<file path="src/pkg/omsc_pkg.sv">
// Package for the output mute / source select register bank.
// Assumes a 16-bit register port with 8-bit word addresses.
package omsc_pkg;

    // Register addresses (word index on the plain port)
    localparam logic [7:0]  OMSC_ADDR_MUTE_SWING  = 8'h43;
    localparam logic [7:0]  OMSC_ADDR_RESERVED_A_A      = 8'h44;
    localparam logic [7:0]  OMSC_ADDR_RESERVED_A_B      = 8'h45;
    localparam logic [7:0]  OMSC_ADDR_RESERVED_A_C      = 8'h46;
    localparam logic [7:0]  OMSC_ADDR_RESERVED_A_D      = 8'h47;
    localparam logic [7:0]  OMSC_ADDR_SRC_SEL     = 8'h48;
    localparam logic [7:0]  OMSC_ADDR_MUTE_CTRL   = 8'h49;

    // Reset values of whole registers
    localparam logic [15:0] OMSC_RST_MUTE_SWING   = 16'h0850;
    localparam logic [15:0] OMSC_RST_RESERVED_A_A       = 16'h0342;
    localparam logic [15:0] OMSC_RST_RESERVED_A_B       = 16'h1c90;
    localparam logic [15:0] OMSC_RST_RESERVED_A_C       = 16'h0342;
    localparam logic [15:0] OMSC_RST_RESERVED_A_D       = 16'h1c90;
    localparam logic [15:0] OMSC_RST_SRC_SEL      = 16'h0100;
    localparam logic [15:0] OMSC_RST_MUTE_CTRL    = 16'h0005;

    // Field positions, source select register
    localparam int OMSC_SEL_OUT1_SRC   = 0;
    localparam int OMSC_SEL_OUT0_SRC   = 1;
    localparam int OMSC_SEL_OUT1_INV   = 2;
    localparam int OMSC_SEL_OUT0_INV   = 3;

    // Field positions, mute control register
    localparam int OMSC_MC_OUT0_AUTO   = 0;
    localparam int OMSC_MC_OUT0_MAN    = 1;
    localparam int OMSC_MC_OUT1_AUTO   = 2;
    localparam int OMSC_MC_OUT1_MAN    = 3;
    localparam int OMSC_MC_OUT0_UNLK   = 4;
    localparam int OMSC_MC_OUT1_UNLK   = 5;

    // Swing field position
    localparam int OMSC_SWING_LSB      = 8;
    localparam int OMSC_SWING_MSB      = 13;

    // Per-output control bundle
    typedef struct packed {
        logic       src_prbs;
        logic       invert;
        logic       auto_mode;
        logic       manual_silence;
        logic       unlock_silence;
    } omsc_out_ctl_s;

endpackage : omsc_pkg

</file>
<file path="src/hw/omsc_out_path.sv">
// One serial output's source select, polarity and mute decision.
// Assumes data, generator and status inputs synchronous to mclk.
`timescale 1ns/1ps
module omsc_out_path
    import omsc_pkg::*;
(
    input  wire logic          mclk,
    input  wire logic          nrst,
    input  wire omsc_out_ctl_s ctl,
    input  wire logic          retimed_bit,
    input  wire logic          prbs_bit,
    input  wire logic          signal_lost,
    input  wire logic          cdr_locked,
    output logic               serial_out,
    output logic               silenced
);

    logic mute_nxt;
    logic out_nxt;

    // Mute decision: auto mode follows signal loss and optional unlock
    always_comb
    begin
        if (ctl.auto_mode)
            mute_nxt = signal_lost | (ctl.unlock_silence & ~cdr_locked);
        else
            mute_nxt = ctl.manual_silence | (ctl.unlock_silence & ~cdr_locked);
    end

    // Source and polarity; inversion only touches re-timed data
    always_comb
    begin
        if (ctl.src_prbs)
            out_nxt = prbs_bit;
        else
            out_nxt = retimed_bit ^ ctl.invert;
    end

    // Registered outputs; a muted output holds the latch level low
    always_ff @(posedge mclk)
    begin
        if (!nrst)
        begin
            serial_out <= 1'b0;
            silenced   <= 1'b1;
        end
        else
        begin
            silenced   <= mute_nxt;
            serial_out <= mute_nxt ? 1'b0 : out_nxt;
        end
    end

endmodule : omsc_out_path

</file>
<file path="src/hw/omsc_top.sv">
// Register bank steering the two serial trace-driver outputs.
// Assumes a single-cycle strobe register port and one clock mclk.
`timescale 1ns/1ps
// How it works
// - Output 0 carries re-timed data when its select bit 1 is 0 and the generator signal when it is 1.
// - Output 1 carries re-timed data when select bit 0 is 0 and the generator signal when 1, reset 0.
// - Output 0 is inverted when bit 3 is set, but only while it carries data.
// - Output 1 is inverted when bit 2 is set, but only while it carries data.
// - With auto mode off, manual bit 1 mutes output 0 when set.
// - With auto mode off, manual bit 3 mutes output 1 when set.
// - Mode bit 0 picks auto muting of output 0 when 1, manual when 0, reset 1.
// - Mode bit 2 picks auto muting of output 1 when 1, manual when 0, reset 1.
// - Bit 5 set mutes output 1 whenever clock recovery is unlocked.
// - Bit 4 set mutes output 0 whenever clock recovery is unlocked.
// - Bits 13:8 hold output 0 mute latch swing, 0 to 63, reset 8.
module omsc_top
    import omsc_pkg::*;
(
    input  wire logic        mclk,
    input  wire logic        nrst,
    input  wire logic [7:0]  reg_addr,
    input  wire logic [15:0] reg_wdata,
    input  wire logic        reg_wr,
    input  wire logic        reg_rd,
    output logic      [15:0] reg_rdata,
    input  wire logic        retimed_bit,
    input  wire logic        prbs_bit,
    input  wire logic        signal_lost,
    input  wire logic        cdr_locked,
    output logic             serial_out_zero,
    output logic             serial_out_one,
    output logic             out0_silenced,
    output logic             out1_silenced,
    output logic      [5:0]  out0_mute_latch_swing
);

    logic [15:0]   mute_swing_r;
    logic [15:0]   reserved_a_r [4];
    logic [15:0]   src_sel_r;
    logic [15:0]   mute_ctrl_r;
    logic [15:0]   rdata_nxt;
    omsc_out_ctl_s ctl0;
    omsc_out_ctl_s ctl1;

    localparam logic [15:0] RESERVED_A_RST [4] = '{OMSC_RST_RESERVED_A_A, OMSC_RST_RESERVED_A_B,
                                             OMSC_RST_RESERVED_A_C, OMSC_RST_RESERVED_A_D};

    // Swing register; whole word stored so reserved bits read back
    always_ff @(posedge mclk)
    begin
        if (!nrst)
            mute_swing_r <= OMSC_RST_MUTE_SWING;
        else if (reg_wr && reg_addr == OMSC_ADDR_MUTE_SWING)
            mute_swing_r <= reg_wdata;
    end

    // Reserved registers are plain storage; software keeps them unchanged
    genvar gi;
    generate
        for (gi = 0; gi < 4; gi++)
        begin : g_reserved_a
            always_ff @(posedge mclk)
            begin
                if (!nrst)
                    reserved_a_r[gi] <= RESERVED_A_RST[gi];
                else if (reg_wr && reg_addr == OMSC_ADDR_RESERVED_A_A + 8'(gi))
                    reserved_a_r[gi] <= reg_wdata;
            end
        end
    endgenerate

    // Source select register
    always_ff @(posedge mclk)
    begin
        if (!nrst)
            src_sel_r <= OMSC_RST_SRC_SEL;
        else if (reg_wr && reg_addr == OMSC_ADDR_SRC_SEL)
            src_sel_r <= reg_wdata;
    end

    // Mute control register; auto modes come up enabled
    always_ff @(posedge mclk)
    begin
        if (!nrst)
            mute_ctrl_r <= OMSC_RST_MUTE_CTRL;
        else if (reg_wr && reg_addr == OMSC_ADDR_MUTE_CTRL)
            mute_ctrl_r <= reg_wdata;
    end

    // Read mux; unmapped addresses read zero
    always_comb
    begin
        case (reg_addr)
            OMSC_ADDR_MUTE_SWING: rdata_nxt = mute_swing_r;
            OMSC_ADDR_RESERVED_A_A:     rdata_nxt = reserved_a_r[0];
            OMSC_ADDR_RESERVED_A_B:     rdata_nxt = reserved_a_r[1];
            OMSC_ADDR_RESERVED_A_C:     rdata_nxt = reserved_a_r[2];
            OMSC_ADDR_RESERVED_A_D:     rdata_nxt = reserved_a_r[3];
            OMSC_ADDR_SRC_SEL:    rdata_nxt = src_sel_r;
            OMSC_ADDR_MUTE_CTRL:  rdata_nxt = mute_ctrl_r;
            default:              rdata_nxt = 16'h0000;
        endcase
    end

    // Read data valid only in the cycle after the strobe
    always_ff @(posedge mclk)
    begin
        if (!nrst)
            reg_rdata <= 16'h0000;
        else if (reg_rd)
            reg_rdata <= rdata_nxt;
        else
            reg_rdata <= 16'h0000;
    end

    // Swing field goes to the analog mute latch
    always_ff @(posedge mclk)
    begin
        if (!nrst)
            out0_mute_latch_swing <= OMSC_RST_MUTE_SWING[OMSC_SWING_MSB:OMSC_SWING_LSB];
        else
            out0_mute_latch_swing <= mute_swing_r[OMSC_SWING_MSB:OMSC_SWING_LSB];
    end

    // Per-output control bundles
    always_comb
    begin
        ctl0.src_prbs       = src_sel_r[OMSC_SEL_OUT0_SRC];
        ctl0.invert         = src_sel_r[OMSC_SEL_OUT0_INV];
        ctl0.auto_mode      = mute_ctrl_r[OMSC_MC_OUT0_AUTO];
        ctl0.manual_silence = mute_ctrl_r[OMSC_MC_OUT0_MAN];
        ctl0.unlock_silence = mute_ctrl_r[OMSC_MC_OUT0_UNLK];
        ctl1.src_prbs       = src_sel_r[OMSC_SEL_OUT1_SRC];
        ctl1.invert         = src_sel_r[OMSC_SEL_OUT1_INV];
        ctl1.auto_mode      = mute_ctrl_r[OMSC_MC_OUT1_AUTO];
        ctl1.manual_silence = mute_ctrl_r[OMSC_MC_OUT1_MAN];
        ctl1.unlock_silence = mute_ctrl_r[OMSC_MC_OUT1_UNLK];
    end

    // Output 0 path
    omsc_out_path u_out0 (
        .mclk        (mclk),
        .nrst        (nrst),
        .ctl         (ctl0),
        .retimed_bit (retimed_bit),
        .prbs_bit    (prbs_bit),
        .signal_lost (signal_lost),
        .cdr_locked  (cdr_locked),
        .serial_out  (serial_out_zero),
        .silenced    (out0_silenced)
    );

    // Output 1 path
    omsc_out_path u_out1 (
        .mclk        (mclk),
        .nrst        (nrst),
        .ctl         (ctl1),
        .retimed_bit (retimed_bit),
        .prbs_bit    (prbs_bit),
        .signal_lost (signal_lost),
        .cdr_locked  (cdr_locked),
        .serial_out  (serial_out_one),
        .silenced    (out1_silenced)
    );

endmodule : omsc_top

</file>
<file path="config.mk">
export PLATFORM = sky130hd
export DESIGN_NAME = omsc_top
export DESIGN_NICKNAME = d
export VERILOG_FILES = /design/src/pkg/omsc_pkg.sv /design/src/hw/omsc_out_path.sv /design/src/hw/omsc_top.sv
export SDC_FILE = /design/constraint.sdc
export NUM_CORES = 1
export LEC_CHECK = 0
export BUFFER_PORTS_ARGS = -buffer_cell sky130_fd_sc_hd__buf_2
export CORE_UTILIZATION = 54
export CTS_CLUSTER_SIZE = 24
export DETAILED_ROUTE_END_ITERATION = 6
export GPL_ROUTABILITY_DRIVEN = 0
export GPL_TIMING_DRIVEN = 0
export PLACE_DENSITY = 0.76
export SKIP_LAST_GASP = 1
export SYNTH_ARGS = -nofsm -noshare
export SYNTH_HDL_FRONTEND = slang
export SYNTH_SLANG_ARGS = --single-unit
</file>
<file path="constraint.sdc">
create_clock -name mclk -period 8.2 [get_ports mclk]
set_input_delay 0.41 -clock mclk [delete_from_list [all_inputs] [get_ports mclk]]
set_output_delay 0.41 -clock mclk [all_outputs]
set_load 0.01 [all_outputs]
</file>
==> results.cfg <==
[status]
outcome = finished, final reports clean

[cts]
cts_buffer_depth = 2
cts_tree = done
postCtsHoldBufs = 0
clock_insertion_delay_worst_skew_ns = 0.52
cts_repair_resize_count = 0
post_cts_buffers = 0
cts_max_level = 4
cts_num_sinks = 138
clk_root_buffer_cell = clkbuf_8
number_of_buffers_added_by_the_clock_tree_synthesis_step = 17
clk_pin_slew_ns = 0.06

[finish]
post-route-util = 0.664
num_antenna_cells = 0
final_net_count = 626
num-fill-cells = 804
final-instance-count-excl-fill = 743
syn_to_final_growth_pct = 19.0
drive_gt1_frac = 0.175

[sta]
worst_pin_slew_ns = 1.07
timing.final.hold_violations = 0
unrepaired_setup_endpoints_after_global_routing = false
setup_viol = 0
slew_headroom = 0.279
layout_min_cycle_time_ns = 2.83
finClkSkew_ns = 0.00789
fmax_ghz = 0.354
min_period_over_period = 0.345
drv_slew = 0
setup_tns_ns = 0

[logic_synthesis]
synth_sequential_area_ratio = 0.588
syn_inst = 519
most_used_standard_cells_in_the_synthesized_netlist = dfxtp_1, edfxtp_1, nand2_1
synth-seq-cells = 138
leading_cell_types_by_total_area_after_synthesis = edfxtp_1, dfxtp_1, and2_1
synth_area_leader_cell = edfxtp_1
number_of_flops_mapped_to_enable_cells_by_yosys = 64
syn_area_per_cell_um2 = 11.2
synth.yosys.warnings = 0
synth_largest_type_area_fraction = 0.332
dominantRegCellSynth = dfxtp_1
synth_cell_type_count = 38
netlist_area_mm2 = 0.00579
postSynthNetCount = 551
yosysMostFrequentCell = dfxtp_1
synthArstFlopShare = 0

[worst_setup_path]
timing.critical_path.required_ns = 8.34
worst_setup_path_end_kind = register
critPathLaunchType = input pin
critPathMaxFanout = 16
criticalPathCategory = input pin to register
arrival_ns = 2.97

[die]
dieArea_mm2 = 0.0111
io-pin-count = 58
initial_utilization = 0.558
fp.dieH_um = 106
core_area_mm2 = 0.0104
floorplan.die.width_um = 106
placement_rows = 37

[pwr]
p_seq_frac = 0.456
power.share.combinational = 0.043
leakagePower_nw = 2.37
switching_part_of_the_total = 0.217
switching_power_mw = 0.353
internal-power_mw = 1.28
irDropWorstVdd_mv = 0.183
p_clk_frac = 0.501
power_density_mw_per_mm2 = 236

[detailed_routing]
drc_violation_total_after_the_first_tritonroute_iteration = 435
drt_first_pass_iters = 5
post-route-drc-count = 0
drt-total-wl_mm = 15.0
postRouteAntennaNets = 0
vias_per_cell = 6.04
routedWlPerCell_um = 20.2
num_vias = 4485

[global_routing]
grt_usage = 0.286
first_global_vias = 4396
pin_count_of_the_biggest_net_entering_global_routing = 17
globalRouteOverflowTotal = 0
grt_antenna_before_repair = 0
grt_first_pass_wirelength_mm = 23.5

[min_path]
hold_path_class = input pin to register

[place]
dp_wirelength_mm = 10.4
place.port_buffers = 55
dp_cells = 711

[job]
timing.max_cap.violations = 0
state kept, by name (all words and copies together) (netlist names):
| register | flops |
|---|---|
| mute_ctrl_r | 16 |
| mute_swing_r | 16 |
| out0_mute_latch_swing | 6 |
| reg_rdata | 16 |
| reserved_a_r | 64 |
| src_sel_r | 16 |
| u_out0.serial_out | 1 |
| u_out0.silenced | 1 |
| u_out1.serial_out | 1 |
| u_out1.silenced | 1 |
critical path: stages:
cell and delay, ns:
buf_2 0.10, nor4b_1 0.91, and4b_1 0.49, buf_2 0.31, nand2_1 0.08, nand2_1 0.66
power groups by stage:
stage / logic, mW / registers (mW) / clock network, mW
after global placement: 0.0667 / 0.756 / 0
after global routing: 0.0756 / 0.743 / 0.847
after CTS: 0.0703 / 0.742 / 0.816
final: 0.0706 / 0.742 / 0.816
after detailed placement: 0.0697 / 0.757 / 0
after floorplan: 0.0357 / 0.755 / 0
final cells by class:
| type | count | area (um2) | share of cell area |
|---|---|---|---|
| Clock inverter | 13 | 186 | 0.0271 |
| Clock buffer | 19 | 443 | 0.0643 |
| Timing Repair Buffer | 56 | 283 | 0.0410 |
| Buffer | 40 | 166 | 0.0242 |
| Multi-Input combinational cell | 341 | 2240 | 0.325 |
| Sequential cell | 138 | 3400 | 0.494 |
| Tap cell | 136 | 170 | 0.0247 |
final timing paths:
kind	startpoint	to	slack, ns	cells past startpoint
worst max-delay path	reg_addr[5]	reserved_a_r[2][0]	5.37	6
worst min-delay path	prbs_bit	u_out1.serial_out	0.14	3
worst max register to register	reserved_a_r[2][1]	reg_rdata[1]	6.85	3
worst min register to register	src_sel_r[11]	reg_rdata[11]	0.46	2
routing by layer:
layer	wire [um]	global-route usage
met1	6110	0.366
met2	7260	0.468
met3	1150	0.0495
met4	526	0.145
met5	0	0
cells by family (layout without fill, tap and decap cells):
family | count (synthesis) | in the layout | synth area share
multiplexers | 22 | 22 | 0.0467
buffers and inverters | 40 | 128 | 0.0287
flip-flops | 138 | 138 | 0.588
AND/OR/NAND/NOR | 210 | 210 | 0.197
AO/OA/AOI/OAI | 107 | 107 | 0.137
XOR/XNOR | 2 | 2 | 0.00303
metrics by stage:
stage | worst slack, ns | total power [mW] | instance area (um2) | hold WS (ns)
2_1_floorplan | 5.05 | 0.791 | 5790 | 0.432
4_1_cts | 5.41 | 1.63 | 6890 | 0.133
3_3_place_gp | 4.03 | 0.823 | 6230 | 0.443
6_report | 5.37 | 1.63 | 6890 | 0.136
5_1_grt | 5.19 | 1.67 | 6890 | 0.165
3_5_place_dp | 4.91 | 0.826 | 6260 | 0.450
cells in the final DEF (no fill, tap or decap), types with 2 or more instances in the layout:
master and count:
xnor2_1 2, a32oi_1 4, clkbuf_16 17, and2_1 52, a22o_1 4, bufinv_16 4, a22oi_1 36, clkinv_2 3
a31oi_1 12, a21boi_0 28, edfxtp_1 64, a21oi_1 6, inv_6 3, nor2b_1 18, nand3_1 38, o22a_1 12
or3_1 10, nor3_2 2, nor2_1 9, mux2i_1 18, mux4_2 4, nand2b_1 13, dfxtp_1 74, clkbuf_1 32
nand4_1 3, buf_2 62, nand2_1 56
Note: power is estimated with default switching activity, not from simulation.
